**config.mk**
```make
export PLATFORM = sky130hd
export DESIGN_NAME = cpu_unit_end_flat
export DESIGN_NICKNAME = d
export VERILOG_FILES = /design/src/hdl/cpu_pkg.sv /design/src/hdl/cpu_link_if.sv /design/src/hdl/cpu_unit_end.sv /design/src/flat_wrapper.sv
export VERILOG_INCLUDE_DIRS = /design/src /design/src/hdl
export SDC_FILE = /design/constraint.sdc
export NUM_CORES = 1
export LEC_CHECK = 0
export ABC_CLOCK_PERIOD_IN_PS = 1600
export BUFFER_PORTS_ARGS = -buffer_cell sky130_fd_sc_hd__buf_2
export CAP_MARGIN = 20
export CELL_PAD_IN_SITES_DETAIL_PLACEMENT = 0
export CELL_PAD_IN_SITES_GLOBAL_PLACEMENT = 1
export CORE_MARGIN = 2
export CORE_UTILIZATION = 32
export CTS_BUF_LIST = sky130_fd_sc_hd__clkbuf_4 sky130_fd_sc_hd__clkbuf_8
export DETAILED_ROUTE_END_ITERATION = 6
export GPL_TIMING_DRIVEN = 0
export PLACE_DENSITY_LB_ADDON = 0.2
export RECOVER_POWER = 25
export SLEW_MARGIN = 25
export SYNTH_ARGS = -nofsm -noshare
export SYNTH_HDL_FRONTEND = slang
export SYNTH_SLANG_ARGS = --single-unit
```
**constraint.sdc**
```tcl
create_clock -name hclk -period 1.6 [get_ports hclk]
set_input_delay 0.08 -clock hclk [delete_from_list [all_inputs] [get_ports hclk]]
set_output_delay 0.08 -clock hclk [all_outputs]
set_load 0.02 [all_outputs]
```
**src/hdl/cpu_defines.svh**
```systemverilog
// Offsets, field positions, reset values and timing counts of the compare/PWM unit
`ifndef CPU_DEFINES_SVH
`define CPU_DEFINES_SVH

// ----------------------------------------------------------------------------
// Register word offsets of the unit's 32-bit register port, one byte register per word
// ----------------------------------------------------------------------------
`define CPU_REG_CTRL        3'h0
`define CPU_REG_VAL_LOW     3'h1
`define CPU_REG_VAL_HIGH    3'h2
`define CPU_REG_TMR_SEL     3'h3
`define CPU_REG_PIN_RELOC   3'h4
`define CPU_REG_STATUS      3'h5

// ----------------------------------------------------------------------------
// Field positions
// ----------------------------------------------------------------------------
`define CPU_CTRL_EN_BIT     7
`define CPU_CTRL_FMT_BIT    4
`define CPU_CTRL_MODE_MSB   3
`define CPU_CTRL_MODE_LSB   0
`define CPU_TMR_SEL_MSB     1
`define CPU_RELOC_BIT       0
`define CPU_STAT_CMP_BIT    0
`define CPU_STAT_PWM_BIT    1
`define CPU_STAT_PIN_BIT    2

// ----------------------------------------------------------------------------
// Reset values
// ----------------------------------------------------------------------------
`define CPU_CTRL_RST        8'h00
`define CPU_VAL_RST         8'h00
`define CPU_TMR_SEL_RST     2'h0
`define CPU_RELOC_RST       1'b0
`define CPU_DUTY_RST        10'h000

// ----------------------------------------------------------------------------
// Timing counts: four system clocks per instruction cycle
// ----------------------------------------------------------------------------
`define CPU_INST_LAST_PHASE 2'h3
`define CPU_PS_1_1          2'h0
`define CPU_PS_1_4          2'h1
`define CPU_PS_1_16         2'h2
`define CPU_PS_4_LAST       4'h3
`define CPU_PS_16_LAST      4'hf
`define CPU_TB_PS_1         2'h0
`define CPU_TB_PS_2         2'h1
`define CPU_TB_PS_4         2'h2
`define CPU_TB_PS_8         2'h3

`endif

```
**src/hdl/cpu_pkg.sv**
```systemverilog
// Types shared by both ends of the compare/PWM unit
package cpu_pkg;

	// ------------------------------------------------------------------------
	// Operating modes of the unit
	// ------------------------------------------------------------------------
	typedef enum logic [3:0] {
		CPU_MODE_OFF     = 4'h0,
		CPU_MODE_TOG     = 4'h1,
		CPU_MODE_TOG2    = 4'h2,
		CPU_MODE_SET     = 4'h8,
		CPU_MODE_CLR     = 4'h9,
		CPU_MODE_SWEVT   = 4'ha,
		CPU_MODE_PULSE   = 4'hb,
		CPU_MODE_PWM     = 4'hc,
		CPU_MODE_PWM_D   = 4'hd,
		CPU_MODE_PWM_E   = 4'he,
		CPU_MODE_PWM_F   = 4'hf
	} cpu_mode_e;

	typedef logic [7:0]       cpu_byte_t;
	typedef logic [9:0]       cpu_duty_t;
	typedef logic [2:0][7:0]  cpu_cnt8_t;
	typedef logic [2:0][1:0]  cpu_lo2_t;

endpackage

```
**src/hdl/cpu_link_if.sv**
```systemverilog
// Link between the timer end and the compare/PWM unit end
`timescale 1ns/1ns
interface cpu_link_if;
	import cpu_pkg::*;

	logic [15:0] tb_count;  // Compare timebase count, high:low
	cpu_cnt8_t   pwm_cnt;   // Count of each 8-bit auto-reload timer
	cpu_lo2_t    pwm_lo2;   // Two low bits of each 10-bit time base
	logic [2:0]  pwm_roll;  // One-cycle pulse: timer just rolled over
	logic        cmp_out;   // Compare output, fed back as timer reset

	modport unit (
		input  tb_count,
		input  pwm_cnt,
		input  pwm_lo2,
		input  pwm_roll,
		output cmp_out
	);

	modport timers (
		output tb_count,
		output pwm_cnt,
		output pwm_lo2,
		output pwm_roll,
		input  cmp_out
	);
endinterface // cpu_link_if

```
**src/hdl/cpu_unit_end.sv**
```systemverilog
// Compare/PWM unit end: compare matching, PWM generation and register port
`timescale 1ns/1ns
`include "cpu_defines.svh"

module cpu_unit_end
	import cpu_pkg::*;
(
	// Clock, reset, enable
	input  wire logic       hclk,
	input  wire logic       hresetn,
	input  wire logic       ce,
	// AHB-Lite slave port
	input  wire logic        hsel,
	input  wire logic [31:0] haddr,
	input  wire logic [1:0]  htrans,
	input  wire logic        hwrite,
	input  wire logic [2:0]  hsize,
	input  wire logic [31:0] hwdata,
	input  wire logic        hready,
	output logic             hreadyout,
	output logic             hresp,
	output logic [31:0]      hrdata,
	// Internal taps of the compare output, and the match event
	output logic            cwg_in,
	output logic            adc_trig,
	output logic            smt_window,
	output logic            clc_in,
	output logic            match_evt,
	// Output pin, default and alternate location
	output logic            pin0_out,
	output logic            pin0_oe,
	output logic            pin1_out,
	output logic            pin1_oe,
	// Link to the timers
	cpu_link_if.unit        link
);

	// ------------------------------------------------------------------------
	// Functions
	// ------------------------------------------------------------------------

	// Assemble the 10-bit duty value from the register pair
	function automatic cpu_duty_t duty_of(input logic fmt, input cpu_byte_t hi, input cpu_byte_t lo);
		duty_of = fmt ? {hi, lo[7:6]} : {hi[1:0], lo};
	endfunction

	// True for the four PWM mode codes
	function automatic logic is_pwm(input logic [3:0] m);
		is_pwm = (m[3:2] == 2'b11);
	endfunction

	// ------------------------------------------------------------------------
	// Registers
	// ------------------------------------------------------------------------
	cpu_byte_t  ctrl_q;
	cpu_byte_t  val_low_q;
	cpu_byte_t  val_high_q;
	logic [1:0] tmr_sel_q;
	logic       reloc_q;
	cpu_byte_t  rdata_q;
	logic       dph_wr_q;
	logic       dph_rd_q;
	logic       rd_done_q;
	logic [2:0] dph_idx_q;
	cpu_duty_t  duty_latch_q;
	logic       cmp_q;
	logic       pwm_q;
	logic       eq_q;
	logic       evt_q;

	// ------------------------------------------------------------------------
	// Decoding
	// ------------------------------------------------------------------------
	// Bus transfers: aligned words inside the register window only
	wire        addr_ok   = (haddr[31:5] == 27'h0000000) & (haddr[1:0] == 2'h0);
	wire        bus_take  = hsel & htrans[1] & hready & (hsize == 3'h2) & addr_ok;
	wire        rd_stall  = dph_rd_q & ~rd_done_q;
	wire        wr_ctrl   = dph_wr_q & (dph_idx_q == `CPU_REG_CTRL);
	wire        wr_low    = dph_wr_q & (dph_idx_q == `CPU_REG_VAL_LOW);
	wire        wr_high   = dph_wr_q & (dph_idx_q == `CPU_REG_VAL_HIGH);
	wire        wr_tsel   = dph_wr_q & (dph_idx_q == `CPU_REG_TMR_SEL);
	wire        wr_reloc  = dph_wr_q & (dph_idx_q == `CPU_REG_PIN_RELOC);
	wire        enabled   = ctrl_q[`CPU_CTRL_EN_BIT];
	wire        fmt       = ctrl_q[`CPU_CTRL_FMT_BIT];
	wire [3:0]  mode      = enabled ? ctrl_q[`CPU_CTRL_MODE_MSB:`CPU_CTRL_MODE_LSB] : CPU_MODE_OFF;
	wire        pwm_mode  = is_pwm(mode);
	wire        cmp_mode  = (mode != CPU_MODE_OFF) & ~pwm_mode;

	// Compare match against the 16-bit timebase
	wire [15:0] cmp_val   = {val_high_q, val_low_q};
	wire        eq        = cmp_mode & (link.tb_count == cmp_val);
	wire        eq_rise   = eq & ~eq_q;

	// Mode decode of the compare actions
	wire        mode_pulse = (mode == CPU_MODE_PULSE) | (mode == CPU_MODE_SWEVT);
	wire        mode_tog   = (mode == CPU_MODE_TOG) | (mode == CPU_MODE_TOG2);
	wire        mode_set   = (mode == CPU_MODE_SET);
	wire        mode_clr   = (mode == CPU_MODE_CLR);

	// Selected PWM timer and the 10-bit time base
	wire        tsel_ok   = (tmr_sel_q != 2'h3);
	wire [1:0]  tsel      = tsel_ok ? tmr_sel_q : 2'h0;
	wire [9:0]  pwm_base  = {link.pwm_cnt[tsel], link.pwm_lo2[tsel]};
	wire        pwm_roll  = link.pwm_roll[tsel];
	wire [9:0]  duty_next = duty_of(fmt, val_high_q, val_low_q);

	// Pin control: software event mode never takes the pin
	wire        pin_owned = pwm_mode | (cmp_mode & (mode != CPU_MODE_SWEVT));
	wire        pin_level = pwm_mode ? pwm_q : cmp_q;

	// ------------------------------------------------------------------------
	// Register file; duty bytes share the compare value pair and are always writable
	// ------------------------------------------------------------------------
	always_ff @(posedge hclk or negedge hresetn) begin
		if (!hresetn) begin
			ctrl_q     <= `CPU_CTRL_RST;
			val_low_q  <= `CPU_VAL_RST;
			val_high_q <= `CPU_VAL_RST;
			tmr_sel_q  <= `CPU_TMR_SEL_RST;
			reloc_q    <= `CPU_RELOC_RST;
		end else if (ce) begin
			if (wr_ctrl)
				ctrl_q <= hwdata[7:0];
			if (wr_low)
				val_low_q <= hwdata[7:0];
			if (wr_high)
				val_high_q <= hwdata[7:0];
			if (wr_tsel)
				tmr_sel_q <= hwdata[`CPU_TMR_SEL_MSB:0];
			if (wr_reloc)
				reloc_q <= hwdata[`CPU_RELOC_BIT];
		end
	end

	// Address phase capture; a read waits one cycle so that a write just before it has landed
	always_ff @(posedge hclk or negedge hresetn) begin
		if (!hresetn) begin
			dph_wr_q  <= 1'b0;
			dph_rd_q  <= 1'b0;
			dph_idx_q <= 3'h0;
			rd_done_q <= 1'b0;
		end else if (ce) begin
			if (hready) begin
				dph_wr_q  <= bus_take & hwrite;
				dph_rd_q  <= bus_take & ~hwrite;
				dph_idx_q <= haddr[4:2];
			end
			rd_done_q <= rd_stall;
		end
	end

	// Read data, registered in the wait cycle of the data phase; status shows live state
	always_ff @(posedge hclk or negedge hresetn) begin
		if (!hresetn) begin
			rdata_q <= 8'h00;
		end else if (ce && rd_stall) begin
			unique case (dph_idx_q)
				`CPU_REG_CTRL:      rdata_q <= ctrl_q;
				`CPU_REG_VAL_LOW:   rdata_q <= val_low_q;
				`CPU_REG_VAL_HIGH:  rdata_q <= val_high_q;
				`CPU_REG_TMR_SEL:   rdata_q <= {6'h00, tmr_sel_q};
				`CPU_REG_PIN_RELOC: rdata_q <= {7'h00, reloc_q};
				`CPU_REG_STATUS:    rdata_q <= {5'h00, pin_level, pwm_q, cmp_q};
				default:            rdata_q <= 8'h00;
			endcase
		end
	end

	// ------------------------------------------------------------------------
	// Compare output; stops with the clock, so nothing matches in sleep
	// ------------------------------------------------------------------------
	always_ff @(posedge hclk or negedge hresetn) begin
		if (!hresetn) begin
			cmp_q <= 1'b0;
			eq_q  <= 1'b0;
			evt_q <= 1'b0;
		end else if (ce) begin
			eq_q  <= eq;
			evt_q <= eq_rise;
			if (mode_pulse)
				cmp_q <= eq;
			else if (mode_tog && eq_rise)
				cmp_q <= ~cmp_q;
			else if (mode_set && eq_rise)
				cmp_q <= 1'b1;
			else if (mode_clr && eq_rise)
				cmp_q <= 1'b0;
		end
	end

	// ------------------------------------------------------------------------
	// PWM: duty latched at rollover, pin set at rollover unless the duty is zero, cleared at duty match
	// ------------------------------------------------------------------------
	always_ff @(posedge hclk or negedge hresetn) begin
		if (!hresetn) begin
			duty_latch_q <= `CPU_DUTY_RST;
			pwm_q        <= 1'b0;
		end else if (ce) begin
			if (!pwm_mode) begin
				pwm_q <= 1'b0;
			end else if (pwm_roll) begin
				duty_latch_q <= duty_next;
				pwm_q        <= (duty_next != 10'h000);
			end else if (pwm_base == duty_latch_q) begin
				pwm_q <= 1'b0;
			end
		end
	end

	// ------------------------------------------------------------------------
	// Outputs
	// ------------------------------------------------------------------------
	assign hrdata       = {24'h000000, rdata_q};
	assign hreadyout    = ~rd_stall;
	assign hresp        = 1'b0;
	assign link.cmp_out = cmp_q;
	assign cwg_in       = cmp_q;
	assign adc_trig     = cmp_q;
	assign smt_window   = cmp_q;
	assign clc_in       = cmp_q;
	assign match_evt    = evt_q;

	// Pin location follows the relocation bit
	assign pin0_out = pin_level & ~reloc_q;
	assign pin0_oe  = pin_owned & ~reloc_q;
	assign pin1_out = pin_level & reloc_q;
	assign pin1_oe  = pin_owned & reloc_q;

endmodule // cpu_unit_end

```
**src/flat_wrapper.sv**
```systemverilog
// flat-port wrapper written by rule: the top's interface ports become plain ports
module cpu_unit_end_flat import cpu_pkg::*;
  (hclk, hresetn, ce, hsel, haddr, htrans, hwrite, hsize, hwdata, hready, hreadyout, hresp, hrdata, cwg_in, adc_trig, smt_window, clc_in, match_evt, pin0_out, pin0_oe, pin1_out, pin1_oe, link_tb_count, link_pwm_cnt, link_pwm_lo2, link_pwm_roll, link_cmp_out);
  cpu_link_if link_i ();
  input  wire logic hclk;
  input  wire logic hresetn;
  input  wire logic ce;
  input  wire logic hsel;
  input  wire logic [31:0] haddr;
  input  wire logic [1:0] htrans;
  input  wire logic hwrite;
  input  wire logic [2:0] hsize;
  input  wire logic [31:0] hwdata;
  input  wire logic hready;
  output logic hreadyout;
  output logic hresp;
  output logic [31:0] hrdata;
  output logic cwg_in;
  output logic adc_trig;
  output logic smt_window;
  output logic clc_in;
  output logic match_evt;
  output logic pin0_out;
  output logic pin0_oe;
  output logic pin1_out;
  output logic pin1_oe;
  input wire logic [$bits(link_i.tb_count)-1:0] link_tb_count;
  input wire logic [$bits(link_i.pwm_cnt)-1:0] link_pwm_cnt;
  input wire logic [$bits(link_i.pwm_lo2)-1:0] link_pwm_lo2;
  input wire logic [$bits(link_i.pwm_roll)-1:0] link_pwm_roll;
  output wire logic [$bits(link_i.cmp_out)-1:0] link_cmp_out;
  assign link_i.tb_count = link_tb_count;
  assign link_i.pwm_cnt = link_pwm_cnt;
  assign link_i.pwm_lo2 = link_pwm_lo2;
  assign link_i.pwm_roll = link_pwm_roll;
  assign link_cmp_out = link_i.cmp_out;
  cpu_unit_end u_core (.hclk(hclk), .hresetn(hresetn), .ce(ce), .hsel(hsel), .haddr(haddr), .htrans(htrans), .hwrite(hwrite), .hsize(hsize), .hwdata(hwdata), .hready(hready), .hreadyout(hreadyout), .hresp(hresp), .hrdata(hrdata), .cwg_in(cwg_in), .adc_trig(adc_trig), .smt_window(smt_window), .clc_in(clc_in), .match_evt(match_evt), .pin0_out(pin0_out), .pin0_oe(pin0_oe), .pin1_out(pin1_out), .pin1_oe(pin1_oe), .link(link_i));
endmodule
```
* After elaboration in Yosys (flattened, before gate mapping)
Index checks and enable logic that the tools add are counted.
** Cells by class
- Reductions and logical operators :: 19
- Eq/ne operators :: 18
- Bitwise operators :: 31
- Muxes and demuxes :: 18
- Magnitude comparators :: 1
** Operator list (count)
- $pmux W8 S6 :: 1
- $logic_not A27 Y1 :: 1
- $and A1 B1 Y1 :: 21
- $bmux W8 S2 :: 1
- $eq A16 B16 Y1 :: 1
- $eq A4 B4 Y1 const B :: 4
- $reduce_and A2 Y1 :: 8
- $eq A10 B10 Y1 :: 1
- $mux W10 :: 1
- $reduce_bool A10 Y1 :: 1
- $eq A3 B2 Y1 const B :: 3
- $mux W1 :: 9
- $mux W8 :: 1
- $reduce_bool A4 Y1 :: 2
- $not A1 Y1 :: 7
- $eq A3 B3 Y1 const B :: 2
- $bmux W2 S2 :: 1
- $eq A4 B1 Y1 const B :: 1
- $eq A4 B2 Y1 const B :: 1
- $logic_and A1 B1 Y1 :: 4
- $mux W2 :: 2
- $mux W4 :: 1
- $ne A4 B4 Y1 const B :: 1
- $eq A3 B1 Y1 const B :: 1
- other kinds (9) :: 11
** Word-level totals
- Bits in registers :: 55
- Input port bits :: 124
- Word-level logic and storage cells :: 102
- Output and inout bits :: 44

* Depth between registers and ports, before layout
- Word-level depth :: 11
- Depth in mapped cells :: 7
- Mapped depth without buffers :: 5

* Worst setup path after synthesis
OpenSTA, ideal clock, no wires.
- Kind :: reg-to-reg
- From :: reg u_core.ctrl_q[4]
- To :: reg u_core.pwm_q
- Setup time :: 0.131 ns
- Required time :: 1.469 ns
- Arrival :: 1.403 ns
- Path slack :: 0.066 ns
- Buffers on the path :: 1
- Clock period less this slack :: 1.534 ns
- Stages on the path, launching flop included :: 7
- Cells stage by stage :: dfrtp_1 buf_6 or4_1 o22ai_1 o21ai_1 a22oi_1 a31oi_1
** Between the ends
- Word-level cells in the longest chain between the ends :: 4
** Ends and longest elaborated chain
- start, declared :: line cpu_unit_end.sv:55 : cpu_byte_t ctrl_q;
- start signal, assigned :: line cpu_unit_end.sv:116 : ctrl_q <= `CPU_CTRL_RST;
- start signal, assigned :: line cpu_unit_end.sv:123 : ctrl_q <= hwdata[7:0];
- $mux W10 :: line cpu_unit_end.sv:44 : duty_of = fmt ? {hi, lo[7:6]} : {hi[1:0], lo};
- $reduce_bool A10 Y1 :: line cpu_unit_end.sv:203 : pwm_q <= (duty_next != 10'h000);
- $mux W1 :: line cpu_unit_end.sv:201 : end else if (pwm_roll) begin
- $mux W1 :: line cpu_unit_end.sv:199 : if (!pwm_mode) begin
- end signal, assigned :: line cpu_unit_end.sv:203
- end, declared :: line cpu_unit_end.sv:67 : logic pwm_q;
No other way between the ends.
A chain may end at the register's enable or synchronous reset.

* Worst setup path in the final report
Same ends and word-level chain as after synthesis.

==> flow_summary.ini <==
[sta]
timing.final.max_slew_violations = 0
timing.slew.headroom_pct = 48.7
fmaxAchievable_mhz = 607
grt_setup_unrepaired = true
worstMarginPinSlew_ps = 770
period_share_pct = 103
setup_total_negative_slack_ps = -46.6
setup_viol = 1
period_needed_ps = 1650
fin_skew_ps = 3.48
fin_ws_ps = -46.6
timing.final.hold_violations = 0

[clock_network]
clock-sinks = 55
tritoncts.num_buffers = 5
cts_tree = done
path_clk_slew_ps = 100
clock_latency_ps = 300
clock_path_buffers = 2
cts_max_level = 2
clock-root-buffer = clkbuf_8

[power_and_ir_drop]
leakage_nw = 2.32
pwr_density_cell_nw_per_um2 = 550
power.ir.vdd_worst_mv = 0.279

[logic_synthesis]
synth.lib_cells_used.distinct = 42
synthXorXnorAreaFrac_pct = 7.24
synth_top_family_by_area = multiplexers
synthesis.area_um2 = 3630
basic_gate_share_of_the_synthesized_area_counting_and_or_nand_and_nor_cells_pct = 12.5
gate_count_after_technology_mapping = 355
synth_seq_area_share_pct = 37.9
synth_adder_area_share_pct = 0
share_of_the_synthesized_area_in_compound_gates_ao_oa_aoi_oai_pct = 8.41
ys_warn_count = 0
synth.mux.area_fraction_pct = 24.1
synthesis.area_per_instance_um2 = 10.2
ys_seq_elements = 55

[floorplan]
die_x_um = 111
top_level_ports = 168
starting_density_of_the_core_pct = 33.2
core.rowCount = 38
placeableCoreArea_um2 = 10900
dieArea_um2 = 12200
chipHeight_um = 111

[setup_path]
worst_path_max_delay_cell = or4_1
cp_data_required_time_ps = 1780
path_cells = buf_6 > or4_1 > o22ai_1 > o21ai_1 > a22oi_1 > a31oi_1
cp_num_buf_inv = 1
timing.critical_path.fanout_max = 7
cp_data_arrival_time_ps = 1830
setup.worst_path.class = reg -> reg
cp-end-kind = flop
cpPeakStageDelay_ps = 490
critical-path-top-delay-family = compound AO/OA/AOI/OAI gates
cp-start-kind = flop

[hold_path]
hold_path.class = in -> reg

[placed_design]
port_buffers = 117
post_dp_cell_area_um2 = 4480
dp_hpwl_mm = 7.58
globalplace.congestion = 0.820
dpl_cells = 636

[route]
route.antenna.remaining_nets = 0
routed_wirelength_mm = 9.84
route.detailed.drc = 0
avgRoutedWirePerCell_um = 15.1
vias = 3100
drt_iter0_markers = 92
route.detailed.vias_per_inst = 4.75
firstDrtPassIters = 4

[global_routing]
grt_first_pass_wirelength_mm = 16.0
grt_max_degree = 56
grt_pass1_vias = 3236
global_route_congestion_overflow_total = 0
grtUsageTotal_pct = 16.0
number_of_antenna_violations_at_the_first_check_in_global_routing = 0

[layout]
layout.cells.most_common = buf_2
finish.cell_count_without_fillers = 653
commonest_cells_after_routing_fill_and_taps_aside = 108 x buf_2, 46 x dfrtp_1, 45 x mux2i_1
post_route_cell_area_um2 = 4830
layout-area-overhead-vs-synth_pct = 33.2
layout-drive-gt1-share_pct = 44.2
finish.net_count = 636
number_of_fill_cells = 1105
insertedDiodeCount = 0

[flow_run]
max_cap_violations = 0

[outcome]
run_status = finished, violations left
violations = setup timing
[layout make-up]
class	count	area, um2	area share (%)
Inverter	9	33.8	0.699
Tap cell	140	175	3.62
Clock inverter	1	5.00	0.104
Timing Repair Buffer	128	709	14.7
Clock buffer	7	83.8	1.73
Multi-Input combinational cell	269	2080	43.1
Sequential cell	55	1390	28.7
Buffer	44	357	7.38
[cells by family after synthesis]
family | count (synthesis)
AOI/OAI and AO/OA | 48
xor gates and xnor gates | 30
buffers and inverters | 55
DFF | 55
muxes | 81
other | 1
and+or+nand+nor | 85
[path summary, 6_finish.rpt]
check	cells past startpoint	start	slack [ps]	endpoint
hold / removal	2	haddr[4]	8	u_core.dph_idx_q[2]$_DFFE_PN0P_
min in group asynchronous	2	hresetn	400	u_core.rdata_q[4]$_DFFE_PN0P_
hold reg to reg	2	u_core.rdata_q[0]$_DFFE_PN0P_	490	u_core.rdata_q[0]$_DFFE_PN0P_
setup / recovery	6	u_core.ctrl_q[4]$_DFFE_PN0P_	-50	u_core.pwm_q$_DFFE_PN0P_
setup reg to reg	6	u_core.ctrl_q[4]$_DFFE_PN0P_	-50	u_core.pwm_q$_DFFE_PN0P_
max in group asynchronous	2	hresetn	650	u_core.val_low_q[6]$_DFFE_PN0P_
[worst register-to-register path, cell delays in order (launching register included)]
cell     delay [ps]
dfrtp_1         380
buf_6           130
or4_1           490
o22ai_1         170
o21ai_1         120
a22oi_1         180
a31oi_1          60
[power by group]
| group | total [mW] | switching, mW | internal, mW | leakage [nW] |
|---|---|---|---|---|
| clock network | 0.784 | 0.441 | 0.343 | 0.0491 |
| registers | 1.40 | 0.00482 | 1.40 | 0.747 |
| logic | 0.469 | 0.258 | 0.211 | 1.52 |
[cells in the mapped netlist (all sizes together)]
| master | instances | area (um2) |
|---|---|---|
| nor3 | 5 | 25.0 |
| a22o | 7 | 61.3 |
| xnor2 | 9 | 78.8 |
| nor2b | 3 | 18.8 |
| nor4 | 12 | 90.1 |
| buf | 41 | 303 |
| a21oi | 12 | 60.1 |
| nor2 | 22 | 82.6 |
| nand3 | 3 | 15.0 |
| a32oi | 2 | 17.5 |
| nand2b | 2 | 12.5 |
| and4 | 1 | 8.76 |
| or4 | 3 | 22.5 |
| inv | 9 | 33.8 |
| o22ai | 3 | 18.8 |
| or3 | 1 | 6.26 |
| o21ai | 14 | 70.1 |
| nand4 | 8 | 50.1 |
| a21o | 1 | 7.51 |
| nand2 | 18 | 67.6 |
| clkbuf | 5 | 18.8 |
| and3 | 3 | 18.8 |
| mux2 | 30 | 338 |
| o31ai | 2 | 15.0 |
| dfrtp | 55 | 1380 |
| conb | 1 | 3.75 |
| mux2i | 49 | 490 |
| or4b | 1 | 10.0 |
| nor4bb | 1 | 10.0 |
| o31a | 2 | 17.5 |
| nor3b | 1 | 7.51 |
| o21a | 1 | 7.51 |
| xor2 | 21 | 184 |
| mux4 | 2 | 45.0 |
| a31oi | 1 | 6.26 |
| nand3b | 1 | 7.51 |
| a22oi | 2 | 15.0 |
| o41ai | 1 | 8.76 |
[registers in the layout, summed over array words and instances, names as in the netlist]
signal and count:
u_core.adc_trig 1, u_core.reloc_q 1, u_core.dph_idx_q 3, u_core.duty_latch_q 10, u_core.dph_rd_q 1, u_core.val_low_q 8
u_core.pwm_q 1, u_core.rd_done_q 1, u_core.val_high_q 8, u_core.tmr_sel_q 2, u_core.ctrl_q 8, u_core.match_evt 1
u_core.dph_wr_q 1, u_core.rdata_q 8, u_core.eq_q 1
[metal layers]
metal	up-vias	wire (um)	global-route usage (%)
met5	-	0	0
met4	0	149	3.75
met3	10	495	3.07
met2	95	4680	26.9
met1	1463	4520	21.2
li1	1532	-	-
[stage by stage]
step | hold WS [ps] | power [mW] | setup WS [ps] | utilization [%]
after floorplan | -216 | 1.69 | 66.2 | -
after detailed placement | 184 | 1.89 | -139 | 41.0
after global routing | 12.9 | 2.79 | -121 | 44.2
after global placement | 317 | 1.88 | -161 | 41.0
final | 7.91 | 2.66 | -46.6 | 44.2
after CTS | 1.60 | 2.68 | -80.3 | 42.6
[timing repair]
action	4_1_cts	5_1_grt
cloned	0	1
gates resized for setup	14	35
pin swaps	2	8
setup endpoints to repair	35	40
hold buffers	1	0
buffers inserted	4	5
endpoints found under the hold margin	55	0
(Power assumes the default switching activity.)
